[config.mk]
export PLATFORM = sky130hd
export DESIGN_NAME = tlviu_ctrl
export DESIGN_NICKNAME = d
export VERILOG_FILES = /design/src/hw/tlviu_pkg.sv /design/src/hw/tlviu_ctrl.sv
export SDC_FILE = /design/constraint.sdc
export NUM_CORES = 1
export LEC_CHECK = 0
export BUFFER_PORTS_ARGS = -buffer_cell sky130_fd_sc_hd__buf_2
export CAP_MARGIN = 20
export CORE_UTILIZATION = 42
export DETAILED_ROUTE_END_ITERATION = 16
export GPL_TIMING_DRIVEN = 0
export PLACE_DENSITY_LB_ADDON = 0.08
export RECOVER_POWER = 50
export REMOVE_ABC_BUFFERS = 1
export SYNTH_ARGS = -nofsm -noshare
export SYNTH_HDL_FRONTEND = slang
export SYNTH_SLANG_ARGS = --single-unit
[constraint.sdc]
create_clock -name clk -period 2 [get_ports clk]
set_clock_uncertainty 0.05 [all_clocks]
set_input_delay 0.3 -clock clk [delete_from_list [all_inputs] [get_ports clk]]
set_output_delay 0.3 -clock clk [all_outputs]
set_load 0.02 [all_outputs]
[src/hw/tlviu_pkg.sv]
// Summary of operation
// - fourteen sources, each low or high priority
// - pending flags set regardless of enables
// - enabled pending flag requests long call after instruction
// - return resumes program, ends current level service
// - global enable bit seven gates every source
// - clear then single-cycle instruction may still interrupt
// - flag still set after return re-enters after one instruction
// - software flag set behaves like hardware event
// - high preempts low, high never preempted
// - high level first, then fixed source order
// - priority bits reset to low
// - sampled every cycle, five cycle minimum response
// - worst case response eighteen cycles
// - equal or higher active routine blocks until done
// - vectors from 0x0003 spaced eight, 0x006b reserved
// - hardware clears only pin and timer zero/one flags
// - enable and priority bits share bit positions
// - multi-flag sources request when any flag set
// - basic priority top bit reads one, ignores writes
package tlviu_pkg;

  // ****************************************
  // register map
  // ****************************************
  localparam logic [7:0] TLVIU_ADDR_BASIC_ENABLE = 8'ha8;
  localparam logic [7:0] TLVIU_ADDR_BASIC_PRIORITY = 8'hb8;
  localparam logic [7:0] TLVIU_ADDR_EXT_ENABLE = 8'he6;
  localparam logic [7:0] TLVIU_ADDR_EXT_PRIORITY = 8'hf6;
  localparam logic [7:0] TLVIU_ADDR_PENDING_LO = 8'hc0;
  localparam logic [7:0] TLVIU_ADDR_PENDING_HI = 8'hc1;
  localparam logic [7:0] TLVIU_ADDR_STATUS = 8'hc2;
  localparam logic [7:0] TLVIU_RESET_REG = 8'h00;
  localparam logic [7:0] TLVIU_BASIC_PRIO_FIXED = 8'h80;
  localparam int TLVIU_GLOBAL_BIT = 7;

  // ****************************************
  // sources and vectors
  // ****************************************
  localparam int TLVIU_NUM_SLOTS = 15;
  localparam int TLVIU_SRC_RESERVED = 13;
  localparam logic [15:0] TLVIU_VEC_FIRST = 16'h0003;
  localparam logic [15:0] TLVIU_VEC_STEP = 16'h0008;
  localparam logic [14:0] TLVIU_AUTO_CLEAR = 15'h000f;
  localparam int TLVIU_LONG_CALL_CYCLES = 4;

  // call handshake to the core
  typedef struct packed {
    logic valid;
    logic [3:0] order;
    logic [15:0] vector;
    logic high;
  } tlviu_call_s;

endpackage

[src/hw/tlviu_ctrl.sv]
`timescale 1ns/1ps
module tlviu_ctrl (
  // clock and reset
  input wire logic clk,
  input wire logic rst,
  // register port
  input wire logic [7:0] reg_addr,
  input wire logic [7:0] reg_wdata,
  input wire logic reg_wr,
  input wire logic reg_rd,
  output logic [7:0] reg_rdata,
  // peripheral event pulses, one per order slot
  input wire logic [14:0] src_event,
  // extra multi-flag lines: serial rx/tx, timer2 hi/lo, sync serial 4, timer3 hi/lo
  input wire logic serial_rx_flag,
  input wire logic serial_tx_flag,
  input wire logic timer_two_high_overflow,
  input wire logic timer_two_low_overflow,
  input wire logic sync_serial_done_flag,
  input wire logic sync_serial_write_collision,
  input wire logic sync_serial_mode_fault,
  input wire logic sync_serial_rx_overrun,
  input wire logic timer_three_high_overflow,
  input wire logic timer_three_low_overflow,
  // flag clear pulses from peripherals or software elsewhere
  input wire logic [14:0] src_clear,
  // core side
  input wire logic insn_boundary,
  input wire logic return_from_interrupt,
  input wire logic call_ack,
  output tlviu_pkg::tlviu_call_s call_req
);
  import tlviu_pkg::*;

  // ****************************************
  // registers
  // ****************************************
  logic [7:0] basic_enable_reg_ff;
  logic [7:0] basic_priority_reg_ff;
  logic [7:0] extended_enable_reg_ff;
  logic [7:0] extended_priority_reg_ff;
  logic [14:0] pending_ff;
  logic [1:0] in_service_ff; // bit0 low, bit1 high
  logic ret_hold_ff;
  logic [7:0] rdata_ff;
  tlviu_call_s call_ff;
  logic global_irq_enable;
  logic [14:0] enable_vec;
  logic [14:0] prio_vec;
  logic [14:0] multi_any;
  logic [14:0] req_vec;
  logic [14:0] req_hi;
  logic [14:0] req_lo;
  logic pick_valid;
  logic pick_high;
  logic [3:0] pick_idx;

  assign global_irq_enable = basic_enable_reg_ff[TLVIU_GLOBAL_BIT];
  // slots 0..6 map to basic bits, 7..14 to extended bits 0..7 minus reserved
  assign enable_vec = {extended_enable_reg_ff[7], 1'b0, extended_enable_reg_ff[5:0],
                       basic_enable_reg_ff[6:0]};
  assign prio_vec = {extended_priority_reg_ff[7], 1'b0, extended_priority_reg_ff[5:0],
                     basic_priority_reg_ff[6:0]};
  // multi-flag sources request while any of their flags stands
  assign multi_any = {timer_three_high_overflow | timer_three_low_overflow, 7'h00,
                      sync_serial_done_flag | sync_serial_write_collision |
                      sync_serial_mode_fault | sync_serial_rx_overrun,
                      timer_two_high_overflow | timer_two_low_overflow,
                      serial_rx_flag | serial_tx_flag, 4'h0};

  // ****************************************
  // pending flags
  // ****************************************
  // set wins over clear so an event in the clear cycle is kept
  always_ff @(posedge clk or posedge rst) begin
    if (rst) begin
      pending_ff <= 15'h0000;
    end else begin
      logic [14:0] clr;
      logic [14:0] set;
      clr = src_clear;
      if (call_ff.valid && call_ack) begin
        clr = clr | (TLVIU_AUTO_CLEAR & (15'h0001 << call_ff.order));
      end
      set = src_event;
      if (reg_wr && reg_addr == TLVIU_ADDR_PENDING_LO) begin
        set = set | {7'h00, reg_wdata};
        clr = clr | {7'h00, ~reg_wdata};
      end else if (reg_wr && reg_addr == TLVIU_ADDR_PENDING_HI) begin
        set = set | {reg_wdata[6:0], 8'h00};
        clr = clr | {~reg_wdata[6:0], 8'h00};
      end
      set[TLVIU_SRC_RESERVED] = 1'b0;
      pending_ff <= (pending_ff & ~clr) | set;
    end
  end

  // ****************************************
  // enable and priority registers
  // ****************************************
  always_ff @(posedge clk or posedge rst) begin
    if (rst) begin
      basic_enable_reg_ff <= TLVIU_RESET_REG;
      basic_priority_reg_ff <= TLVIU_RESET_REG;
      extended_enable_reg_ff <= TLVIU_RESET_REG;
      extended_priority_reg_ff <= TLVIU_RESET_REG;
    end else if (reg_wr) begin
      if (reg_addr == TLVIU_ADDR_BASIC_ENABLE) begin
        basic_enable_reg_ff <= reg_wdata;
      end else if (reg_addr == TLVIU_ADDR_BASIC_PRIORITY) begin
        basic_priority_reg_ff <= {1'b0, reg_wdata[6:0]};
      end else if (reg_addr == TLVIU_ADDR_EXT_ENABLE) begin
        extended_enable_reg_ff <= reg_wdata;
      end else if (reg_addr == TLVIU_ADDR_EXT_PRIORITY) begin
        extended_priority_reg_ff <= reg_wdata;
      end
    end
  end

  // read data one cycle after the strobe; unmapped reads zero
  always_ff @(posedge clk or posedge rst) begin
    if (rst) begin
      rdata_ff <= 8'h00;
    end else if (reg_rd) begin
      if (reg_addr == TLVIU_ADDR_BASIC_ENABLE) begin
        rdata_ff <= basic_enable_reg_ff;
      end else if (reg_addr == TLVIU_ADDR_BASIC_PRIORITY) begin
        rdata_ff <= basic_priority_reg_ff | TLVIU_BASIC_PRIO_FIXED;
      end else if (reg_addr == TLVIU_ADDR_EXT_ENABLE) begin
        rdata_ff <= extended_enable_reg_ff;
      end else if (reg_addr == TLVIU_ADDR_EXT_PRIORITY) begin
        rdata_ff <= extended_priority_reg_ff;
      end else if (reg_addr == TLVIU_ADDR_PENDING_LO) begin
        rdata_ff <= pending_ff[7:0];
      end else if (reg_addr == TLVIU_ADDR_PENDING_HI) begin
        rdata_ff <= {1'b0, pending_ff[14:8]};
      end else if (reg_addr == TLVIU_ADDR_STATUS) begin
        rdata_ff <= {5'h00, ret_hold_ff, in_service_ff};
      end else begin
        rdata_ff <= 8'h00;
      end
    end else begin
      rdata_ff <= 8'h00;
    end
  end
  assign reg_rdata = rdata_ff;

  // ****************************************
  // request and arbitration
  // ****************************************
  // level enables: a held flag requests as soon as enables turn on
  assign req_vec = (pending_ff | multi_any) & enable_vec & {15{global_irq_enable}};
  assign req_hi = req_vec & prio_vec;
  assign req_lo = req_vec & ~prio_vec;

  // decoded every cycle; lowest order wins within a level
  always_comb begin
    pick_valid = 1'b0;
    pick_high = 1'b0;
    pick_idx = 4'h0;
    if (!in_service_ff[1] && req_hi != 15'h0000) begin
      pick_valid = 1'b1;
      pick_high = 1'b1;
      for (int i = TLVIU_NUM_SLOTS - 1; i >= 0; i--) begin
        if (req_hi[i]) begin
          pick_idx = 4'(i);
        end
      end
    end else if (in_service_ff == 2'b00 && req_lo != 15'h0000) begin
      pick_valid = 1'b1;
      for (int i = TLVIU_NUM_SLOTS - 1; i >= 0; i--) begin
        if (req_lo[i]) begin
          pick_idx = 4'(i);
        end
      end
    end
  end

  // ****************************************
  // call to the core
  // ****************************************
  // taken only at an instruction boundary; after a return one more
  // instruction must finish first, which ret_hold enforces
  // a latched call stands even if its enable is cleared meanwhile
  always_ff @(posedge clk or posedge rst) begin
    if (rst) begin
      call_ff <= '0;
    end else if (call_ff.valid) begin
      if (call_ack) begin
        call_ff <= '0;
      end
    end else if (pick_valid && insn_boundary && !ret_hold_ff &&
                 !return_from_interrupt) begin
      call_ff.valid <= 1'b1;
      call_ff.order <= pick_idx;
      call_ff.vector <= TLVIU_VEC_FIRST + 16'(pick_idx) * TLVIU_VEC_STEP;
      call_ff.high <= pick_high;
    end
  end
  assign call_req = call_ff;

  // return blocks the next boundary so one instruction runs between
  always_ff @(posedge clk or posedge rst) begin
    if (rst) begin
      ret_hold_ff <= 1'b0;
    end else if (return_from_interrupt) begin
      ret_hold_ff <= 1'b1;
    end else if (insn_boundary) begin
      ret_hold_ff <= 1'b0;
    end
  end

  // in-service levels; return ends the highest active one
  always_ff @(posedge clk or posedge rst) begin
    if (rst) begin
      in_service_ff <= 2'b00;
    end else if (call_ff.valid && call_ack) begin
      if (call_ff.high) begin
        in_service_ff[1] <= 1'b1;
      end else begin
        in_service_ff[0] <= 1'b1;
      end
    end else if (return_from_interrupt) begin
      if (in_service_ff[1]) begin
        in_service_ff[1] <= 1'b0;
      end else begin
        in_service_ff[0] <= 1'b0;
      end
    end
  end
endmodule

# After elaboration in Yosys (flattened, before gate mapping)
# Index checks and enable logic that the tools add are counted.
[word_totals]
regBits = 79
inputBits = 63
out_inout_bits = 30
[op_classes]
addsub = 1
n_eq_ne = 11
n_shift = 1
n_mux = 58
n_bitwise = 25
reduce_logical = 24
[ops]
columns = ["operator", "count"]
rows = [
  ["4-bit two-way mux", 32],
  ["15-bit AND", 5],
  ["15-bit two-way mux", 5],
  ["22-bit two-way mux", 3],
  ["15-bit OR", 4],
  ["8-bit == test (second input constant)", 7],
  ["8-bit two-way mux", 6],
  ["15-bit NOT", 2],
  ["15-bit by 8-bit OR with 15-bit output", 2],
  ["15-bit nonzero test", 2],
  ["15-bit by 4-bit OR with 15-bit output", 1],
  ["2-bit by 7-bit adder with 8-bit output (first input constant)", 1],
  ["1-bit logical AND", 8],
  ["1-bit two-way mux", 8],
  ["8-bit NOT", 1],
  ["7-bit two-way mux", 1],
  ["7-bit NOT", 1],
  ["2-bit != test (second input constant)", 3],
  ["1-bit OR", 6],
  ["2-bit AND reduction", 3],
  ["3-bit AND reduction", 2],
  ["2-bit nonzero test", 3],
  ["5-bit AND reduction", 1],
  ["2-bit two-way mux", 2],
  ["other kinds (7)", 11],
]

# Depth between registers and ports, before layout
# Gate-level depths: netlist of the first run.
[depth]
word_depth = 27
ltp_mapped = 8

# Least setup slack after synthesis of the first run
# OpenSTA, ideal clock, no wires.
[synth_timing]
kind = "in2reg"
from = "in sync_serial_write_collision"
to = "reg call_ff, in the netlist call_req[17]"
setup_ns = 0.086
t_arrival_ns = 1.917
t_required_ns = 1.864
path_slack_ns = -0.053
stages = 6
cell_sequence = "or4_4 -> o2111ai_4 -> nand4b_4 -> or2_0 -> a221o_1 -> o221ai_2"
[synth_via]
elab_chain_cells = 18
word_cells_on_any_way = 37
[synth_lines]
columns = ["item", "line", "source"]
rows = [
  ["start: declaration", "tlviu_ctrl.sv:20", "input wire logic sync_serial_write_collision,"],
  ["1-bit OR * (2 in a row)", "tlviu_ctrl.sv:66", "sync_serial_done_flag | sync_serial_write_collision |"],
  ["1-bit OR *", "tlviu_ctrl.sv:67", "sync_serial_mode_fault | sync_serial_rx_overrun,"],
  ["15-bit OR *", "tlviu_ctrl.sv:152", "assign req_vec = (pending_ff | multi_any) & enable_vec & {15{global_irq_enable}};"],
  ["15-bit AND * (2 in a row)", "tlviu_ctrl.sv:152", ""],
  ["15-bit AND", "tlviu_ctrl.sv:154", "assign req_lo = req_vec & ~prio_vec;"],
  ["4-bit two-way mux (7 in a row)", "tlviu_ctrl.sv:172", "if (req_lo[i]) begin"],
  ["4-bit two-way mux", "tlviu_ctrl.sv:169", "end else if (in_service_ff == 2'b00 && req_lo != 15'h0000) begin"],
  ["4-bit two-way mux", "tlviu_ctrl.sv:161", "if (!in_service_ff[1] && req_hi != 15'h0000) begin"],
  ["22-bit two-way mux", "tlviu_ctrl.sv:192", "end else if (pick_valid && insn_boundary && !ret_hold_ff &&"],
  ["22-bit two-way mux", "tlviu_ctrl.sv:188", "end else if (call_ff.valid) begin"],
  ["end: declaration", "tlviu_ctrl.sv:46", "tlviu_call_s call_ff;"],
]
# Mark *: on every way between the ends. The rest lies on a longest branch, timed or not. The select of a mux whose other input is x is not followed.
# A chain may end at the register's enable or synchronous reset.

# Worst setup path after layout of the first run
[layout_timing]
from = "reg basic_enable_reg_ff[7]"
to = "reg call_ff, in the netlist call_req[7]"
[layout_via]
elab_chain_cells = 22
word_cells_on_any_way = 49
[layout_lines]
columns = ["item", "line", "source"]
rows = [
  ["start: declaration", "tlviu_ctrl.sv:38", "logic [7:0] basic_enable_reg_ff;"],
  ["start signal: assignment", "tlviu_ctrl.sv:109", "basic_enable_reg_ff <= reg_wdata;"],
  ["15-bit AND *", "tlviu_ctrl.sv:152", ""],
  ["15-bit AND", "tlviu_ctrl.sv:154", ""],
  ["4-bit two-way mux (15 in a row)", "tlviu_ctrl.sv:172", ""],
  ["4-bit two-way mux", "tlviu_ctrl.sv:169", ""],
  ["4-bit two-way mux", "tlviu_ctrl.sv:161", ""],
  ["2-bit by 7-bit adder with 8-bit output", "tlviu_ctrl.sv:196", "call_ff.vector <= TLVIU_VEC_FIRST + 16'(pick_idx) * TLVIU_VEC_STEP;"],
  ["22-bit two-way mux", "tlviu_ctrl.sv:192", ""],
  ["22-bit two-way mux", "tlviu_ctrl.sv:188", ""],
]
# Marked as above.

==> impl_metrics.toml, run 1 <==
[detailed_routing]
ant_nets = 0
num_vias = 3346
drt-wirelength-per-cell_um = 19.8
drc = 0
wirelength_um = 11100
viasPerCell = 5.99
drtIter0Drc = 214
drt-pass1-iter-count = 6

[yosys]
synth_compound_area_share_pct = 19.7
synth-main-ff-cell = "dfrtp_1"
yosys_warnings = 0
synth_fa_ha_area_share_pct = 0
synth_top_family_by_area = "simple AND/OR/NAND/NOR gates"
syn_avg_cell_area_um2 = 10.5
netlist_area_um2 = 3680
yosysSeqAreaShare_pct = 43.5
synth_mux_area_share_pct = 11.1
yosys.area_share.simple_pct = 20.6
async_reset_ff_share_pct = 100
synth_cell_types = 61
synthXorXnorAreaFrac_pct = 0
synth_edf_count = 0
synth_cells = 350
ys_ff_latch = 64

[outcome]
violations = "negative setup slack"
status = "complete, but fails checks"

[die]
num_rows = 33
dieArea_um2 = 9150
core-area_um2 = 8340
start_util_pct = 44.2
ios = 93
die_height_um = 95.7
die_w_um = 95.7

[placement]
place_congestion = 0.916
portBuffers = 81
post-place-ws_ps = -891
placedCellCount = 523
place_area_um2 = 4130
dp_hpwl_um = 7860

[worst_setup_path]
r2r_start = "basic_enable_reg_ff[7]"
r2r_end = "call_req[7]"
cp-endpoint = "call_req[7]"
required_ps = 2220
crit_type = "reg -> reg"
crit_arrival_ps = 2350
critPathLaunch = "basic_enable_reg_ff[7]"
ff2ff_setup_slack_ps = -130
worst-path-max-fanout = 6
cp-start-kind = "flop"
worstRegToRegCells = 7
cp-end-kind = "flop"

[pwr]
p_sw_w = 0.000744
seqPwrFrac_pct = 49.1
pwr-share-clk_pct = 40.2
power_density_nw_per_um2 = 626
power.share.switching_pct = 25.6
power_frac_comb_pct = 10.8
power_w = 0.00290
intPower_w = 0.00216
power_leakage_nw = 2.17
vdd_drop_max_uv = 353

[hold_path]
worstHoldPathCells = 2
hp-class = "in -> reg"

[layout]
seq_area_um2 = 1610
antennaDiodeCount = 0
area_growth_pct = 26.0
fill_cells = 769
final_common_cell = "dfrtp_1"
layout-drive-gt1-share_pct = 35.2
final_cell_mix = "dfrtp_1 (63), buf_2 (61), mux2_2 (32)"
finish.instance_area_um2 = 4640
nets = 513
layout.cells.non_filler = 559
multi_input_area_um2 = 2070

[clocking]
clockRootBuffer = "clkbuf_8"
cts_htree_levels = 3
cts_buffers = 9
insertion_delay_ps = 350
cts_buffer_depth = 2
cts_tree = "done"
path_clk_slew_ps = 70
cts_sinks = 64

[sta]
min_period_ps = 2130
worst_slack_ps = -131
period_share_pct = 107
tightest_slew_ps = 1110
setup-violations-final = 7
fin_hold_ws_ps = 50.1
slew_viol_final = 0
hold_violations = 0
max_slew_margin_pct = 25.7
max_freq_ghz = 0.469
rsz0062_at_grt = "true"

[global_routing]
grt_pass1_vias = 3109
gr-total-overflow = 0
antenna_found_initial = 0
grt_max_degree = 38
grt_pass1_wl_um = 16700
grt_usage_pct = 25.5

[run]
cap_violations = 0
-- synthesized netlist by cell type, types with 3 or more instances --
master	number	area share, %
mux2i_1	5	1.4
a211oi_1	3	0.61
a21o_1	5	1.0
nand3b_1	3	0.61
o21ai_0	10	1.4
inv_1	10	1.0
a221o_1	3	0.82
a211o_1	14	3.3
nand2_1	23	2.3
a21boi_0	5	1.0
o22ai_1	10	1.7
and3_1	4	0.68
mux2_2	32	9.8
nor4_1	4	0.68
a32o_1	6	1.6
nand4b_1	4	0.95
nor3_1	6	0.82
nor3b_1	13	2.6
nor2b_1	4	0.68
a22oi_1	3	0.61
a21oi_1	5	0.68
nand3_1	9	1.2
nand4_1	16	2.7
and4b_1	6	1.6
nor2_1	16	1.6
buf_4	15	3.1
nand2b_1	4	0.68
dfrtp_1	64	43
or2_2	3	0.51
buf_2	4	0.54
-- what timing repair did --
| item | 4_1_cts | 5_1_grt |
|---|---|---|
| endpoints found under the setup margin | 51 | 15 |
| hold buffers | 1 | 0 |
| pin swaps | 8 | 13 |
| hold endpoints to repair | 3 | 0 |
| resized for setup | 29 | 9 |
| buffers inserted | 12 | 9 |
-- per-layer routing --
metal	part of all wire (%)	up-vias	global-route usage, %
met5	0	-	0
met4	2.2	0	9.45
met3	6.6	17	5.90
met2	46	128	38.4
met1	45	1652	35.8
li1	-	1549	-
-- power by group through the flow --
stage	sequential (W)	clock (W)	combinational [W]
after floorplan	0.00144	0	0.000144
after global placement	0.00145	0	0.000276
after detailed placement	0.00145	0	0.000286
after CTS	0.00142	0.00119	0.000316
after global routing	0.00143	0.00124	0.000343
final	0.00142	0.00117	0.000312
-- how the worst min path moves through the flow --
| stage | from | end | slack [ps] |
|---|---|---|---|
| after floorplan | src_clear[13] | pending_ff[13] | 320 |
| after CTS | src_clear[13] | pending_ff[13] | 40 |
| after global placement | src_clear[13] | pending_ff[13] | 410 |
| after global routing | src_clear[13] | pending_ff[13] | 40 |
| after detailed placement | rst | pending_ff[8] | 370 |
| final | src_clear[13] | pending_ff[13] | 50 |
-- worst max-delay path, stage by stage, from the launching register on --
cell and delay, ps:
dfrtp_4 500, buf_6 150, o311ai_4 140, o22ai_2 270, nor3_4 70, a311o_2 450
a221o_1 350, o21ai_1 80
-- sequential cells by signal, summed over array words and instances (netlist names) --
register	count
basic_enable_reg_ff	8
call_req	7
ret_hold_ff	1
basic_priority_reg_ff	7
reg_rdata	8
in_service_ff	2
extended_priority_reg_ff	8
extended_enable_reg_ff	8
pending_ff	15
-- area by class of cell --
| type | instances | share of cell area [%] |
|---|---|---|
| multi-input combinational | 262 | 44.6 |
| sequential | 64 | 34.6 |
| timing repair buffer | 103 | 12.8 |
| clock buffer | 12 | 3.56 |
| tap | 105 | 2.83 |
| clock inverter | 3 | 0.863 |
| inverter | 10 | 0.809 |
-- cells by family after synthesis --
family / Yosys count
AND/OR/NAND/NOR: 125
multiplexers: 37
buffers and inverters: 33
flip-flops: 64
other: 1
AO/OA/AOI/OAI: 90
-- per-stage QoR --
| step | utilization (%) | TNS (ps) |
|---|---|---|
| 2_1_floorplan | - | -1680 |
| 3_3_place_gp | 49.2 | -82980 |
| 3_5_place_dp | 49.5 | -33610 |
| 4_1_cts | 55.0 | -884 |
| 5_1_grt | 55.6 | -1210 |
| 6_report | 55.6 | -660 |
(Power assumes the default switching activity.)
==> inputs of run 2 (changes only) <==
- CTS_BUF_LIST: unset -> sky130_fd_sc_hd__clkbuf_8
- MAX_ROUTING_LAYER: unset -> met4
==> run 2 against run 1 <==
Net effect:
- the run still ends with negative setup slack left
- sequential power about the same
- critical path depth stayed put
- count of clock-buffer cells in the layout fell by 3
- highest routed layer unchanged
- final cell count grew 0.18%
- critical endpoint is now call_req[17]
- non-clock buffer count did not move
- wire length up 0.16%
- fmax down 1.8%
- largest power group unchanged
- sequential share of layout area up 0.23 points
- first-iteration DRC count down 12%
- global-route usage grew 1.1 points
- critical path type unchanged
==> impl_metrics.toml, run 2 (synthesis gave the netlist of run 1 again) <==
[detailed_routing]
drt-wirelength-per-cell_um = 19.8
drtIter0Drc = 189
drt-pass1-iter-count = 5
ant_nets = 0
drc = 0
wirelength_um = 11100
num_vias = 3336
viasPerCell = 5.96

[clocking]
cts_buffers = 9
clockRootBuffer = "clkbuf_8"
cts_htree_levels = 3
path_clk_slew_ps = 80
cts_tree = "done"
insertion_delay_ps = 350
cts_sinks = 64
cts_buffer_depth = 2

[sta]
worst_slack_ps = -169
max_slew_margin_pct = 39.9
hold_violations = 0
fin_tns_setup_ps = -612
period_share_pct = 108
min_period_ps = 2170
max_freq_ghz = 0.461
rsz0062_at_grt = "true"
slew_viol_final = 0
fin_hold_ws_ps = 37.6
tightest_slew_ps = 901
setup-violations-final = 7

[hold_path]
hold_start = "src_clear[13]"
worstHoldPathCells = 2
min_to = "pending_ff[13]"
hp-class = "in -> reg"

[run]
cap_violations = 0

[die]
die_w_um = 95.7
dieArea_um2 = 9150
core-area_um2 = 8340
start_util_pct = 44.2
ios = 93
num_rows = 33
die_height_um = 95.7

[worst_setup_path]
required_ps = 2220
crit_type = "reg -> reg"
worst-path-max-fanout = 7
worstRegToRegCells = 7
r2r_end = "call_req[17]"
ff2ff_setup_slack_ps = -170
cp-start-kind = "flop"
cp-end-kind = "flop"
r2r_start = "basic_enable_reg_ff[7]"
crit_arrival_ps = 2390

[pwr]
power_leakage_nw = 2.17
power_density_nw_per_um2 = 619
vdd_drop_max_uv = 419
power_w = 0.00285

[outcome]
violations = "negative setup slack"
status = "complete, but fails checks"

[global_routing]
antenna_found_initial = 0
grt_usage_pct = 26.7
gr-total-overflow = 0
grt_pass1_wl_um = 17000
grt_pass1_vias = 3167
grt_max_degree = 43

[placement]
dp_hpwl_um = 7770
portBuffers = 81
place_congestion = 0.925

[layout]
fill_cells = 788
finish.utilization_pct = 55.3
multi_input_area_um2 = 2050
nets = 513
seq_area_um2 = 1610
area_growth_pct = 25.1
antennaDiodeCount = 0
layout-drive-gt1-share_pct = 36.9
largest_reg_flops = 15
final_common_cell = "buf_2"
largest-register = "pending_ff"
final_cell_mix = "buf_2 (66), dfrtp_1 (63), mux2_2 (32)"
run 2: metrics by stage:
step	worst slack (ps)	instances	cell area [um2]
final	-169	560	4610
after global routing	-251	560	4610
after CTS	-189	557	4570
after detailed placement	-912	523	4130
after global placement	-930	522	4110
after floorplan	-389	336	3570
run 2: layout make-up:
class | count | share of cell area [%]
Timing Repair Buffer | 103 | 12.7
Sequential cell | 64 | 34.8
Tap cell | 105 | 2.85
Multi-Input combinational cell | 262 | 44.5
Clock buffer | 9 | 2.69
Inverter | 10 | 0.814
Clock inverter | 7 | 1.57
run 2: report_power, final:
part	leakage [nW]	switching, W	total, W	internal, W
clock	0.0952	0.000536	0.00111	0.000574
combinational	1.25	0.000171	0.000314	0.000142
sequential	0.833	0.0000767	0.00143	0.00135
total	2.17	0.000784	0.00285	0.00207
run 2: worst max-delay path by stage:
stage,startpoint,endpoint,slack (ps),depth (start not counted)
after floorplan,basic_enable_reg_ff[7],call_req[17],-390,6
after global placement,basic_enable_reg_ff[7],call_req[17],-930,6
after detailed placement,basic_enable_reg_ff[7],call_req[17],-910,6
after CTS,basic_enable_reg_ff[7],call_req[17],-190,7
after global routing,basic_enable_reg_ff[7],call_req[17],-250,7
final,basic_enable_reg_ff[7],call_req[17],-170,7
run 2: routing by layer:
metal | up-vias | global-route usage [%] | part of all wire (%)
met5 | - | - | 0
met4 | 0 | 11.4 | 1.8
met3 | 15 | 4.47 | 7.7
met2 | 138 | 39.2 | 46
met1 | 1637 | 36.3 | 45
li1 | 1546 | - | -
run 2: timing repair:
item                                    4_1_cts  5_1_grt
pin swaps                                     9       11
hold buffers                                  1        0
buffers inserted                             17        3
gates resized for setup                      24       12
endpoints found under the setup margin       43       48
hold endpoints to repair                     22        0
run 2: critical path: stages (launching register included):
cell      delay [ps]
dfrtp_4          500
buf_4            150
nand3_1           70
nor2_1           310
nor4_4            70
a311o_2          480
a221o_1          300
o221ai_2         140
==> inputs of run 3 (changes only) <==
- RECOVER_POWER: 50 -> 25
==> run 3 against run 2 <==
Net effect:
- the flow still finishes with violations (negative setup slack)
- fmax is 0.29% lower
- register-to-register slack hardly changed
- highest routed layer unchanged
- setup slack worse by 6.3 ps
- hold slack worse by 1.2 ps
- via count is 0.30% lower
- first-iteration DRC count is 5.8% lower
- die area stayed put
- power is 0.17% higher
- sequential share of layout area is 0.11 points lower
==> impl_metrics.toml, run 3 (synthesis gave the netlist of run 1 again) <==
[layout]
layout-drive-gt1-share_pct = 38.0
final_cell_mix = "buf_2 (71), dfrtp_1 (63), mux2_2 (32)"
final_common_cell = "buf_2"
area_growth_pct = 25.5
nets = 513
antennaDiodeCount = 0
largest-register = "pending_ff"
largest_reg_flops = 15

[global_routing]
grt_max_degree = 43
gr-total-overflow = 0
grt_pass1_vias = 3167
grt_pass1_wl_um = 17000
antenna_found_initial = 0
grt_usage_pct = 26.7

[detailed_routing]
num_vias = 3326
drt-pass1-iter-count = 5
drtIter0Drc = 178
viasPerCell = 5.94
drc = 0
drt-wirelength-per-cell_um = 19.8
ant_nets = 0
wirelength_um = 11100

[sta]
setup-violations-final = 7
fin_hold_ws_ps = 36.4
slew_viol_final = 0
min_period_ps = 2180
max_slew_margin_pct = 37.6
tightest_slew_ps = 935
rsz0062_at_grt = "true"
worst_slack_ps = -175
max_freq_ghz = 0.460
hold_violations = 0
period_share_pct = 109

[die]
ios = 93
dieArea_um2 = 9150
die_w_um = 95.7
die_height_um = 95.7
start_util_pct = 44.2
core-area_um2 = 8340
num_rows = 33

[placement]
dp_hpwl_um = 7770
place_congestion = 0.925
post-place-ws_ps = -912
portBuffers = 81

[outcome]
violations = "negative setup slack"
status = "complete, but fails checks"

[clocking]
clockRootBuffer = "clkbuf_8"
cts_sinks = 64
cts_tree = "done"
cts_buffers = 9
cts_htree_levels = 3
insertion_delay_ps = 360
path_clk_slew_ps = 80
cts_buffer_depth = 2

[hold_path]
hp-class = "in -> reg"

[pwr]
power_frac_comb_pct = 11.1
pwr-share-clk_pct = 38.9
vdd_drop_max_uv = 420
intPower_w = 0.00207
seqPwrFrac_pct = 50.0
power.share.switching_pct = 27.5
power_leakage_nw = 2.19
power_density_nw_per_um2 = 618
p_sw_w = 0.000785

[run]
cap_violations = 0

[worst_setup_path]
crit_arrival_ps = 2400
cp-end-kind = "flop"
required_ps = 2220
crit_type = "reg -> reg"
worst-path-max-fanout = 7
cp-start-kind = "flop"
==> run 3: critical path, stage by stage, from the launching register on <==
cell,delay [ps]
dfrtp_4,500
buf_4,150
nand3_1,70
nor2_1,320
nor4_4,70
a311o_2,480
a221o_1,300
o221ai_2,140
==> run 3: cell type report <==
cell class | count | area, um2
Multi-Input combinational cell | 262 | 2050
Inverter | 10 | 37.5
Clock inverter | 7 | 72.6
Fill cell | 781 | 3720
Tap cell | 105 | 131
Sequential cell | 64 | 1610
Timing Repair Buffer | 103 | 601
Clock buffer | 9 | 124
==> run 3: through the flow <==
step                total power, W  cell area [um2]  cells  utilization (%)  TNS [ps]
finish                     0.00286             4620    560             55.4      -621
global route               0.00297             4620    560             55.4     -1370
CTS                        0.00287             4570    557             54.8      -542
detailed placement         0.00173             4130    523             49.5    -29820
global placement           0.00172             4110    522             49.2    -81290
floorplan                  0.00158             3570    336                -     -1680
==> run 3: path summary, 6_finish.rpt <==
| kind | startpoint | endpoint | slack (ps) | depth (start not counted) |
|---|---|---|---|---|
| hold reg to reg | call_req[2] | call_req[2] | 450 | 1 |
| min in group asynchronous | rst | pending_ff[8] | 640 | 3 |
| hold / removal | src_clear[13] | pending_ff[13] | 40 | 2 |
| setup / recovery | basic_enable_reg_ff[7] | call_req[17] | -180 | 7 |
| max in group asynchronous | rst | basic_enable_reg_ff[7] | 490 | 4 |
| setup reg to reg | basic_enable_reg_ff[7] | call_req[17] | -180 | 7 |
==> run 3: timing repair <==
item,4_1_cts,5_1_grt
gates cloned,0,0
pin swaps,9,11
hold endpoints to repair,22,0
resized for setup,24,12
hold buffers,1,0
buffers inserted,17,3
setup endpoints to repair,43,48
==> run 3: power by group through the flow <==
stage / sequential (W) / clock [W] / combinational [W]
6_report: 0.00143 / 0.00111 / 0.000318
5_1_grt: 0.00144 / 0.00119 / 0.000348
4_1_cts: 0.00142 / 0.00113 / 0.000316
3_5_place_dp: 0.00145 / 0 / 0.000285
3_3_place_gp: 0.00145 / 0 / 0.000275
2_1_floorplan: 0.00144 / 0 / 0.000144
==> run 3: per-layer routing <==
layer  track usage (%)  routed length (um)  up-vias
met3              4.47                 676       26
met2              39.2                4970      138
met5                 -                   0        -
met4              11.4                 318        0
li1                  -                   -     1550
met1              36.3                5130     1612
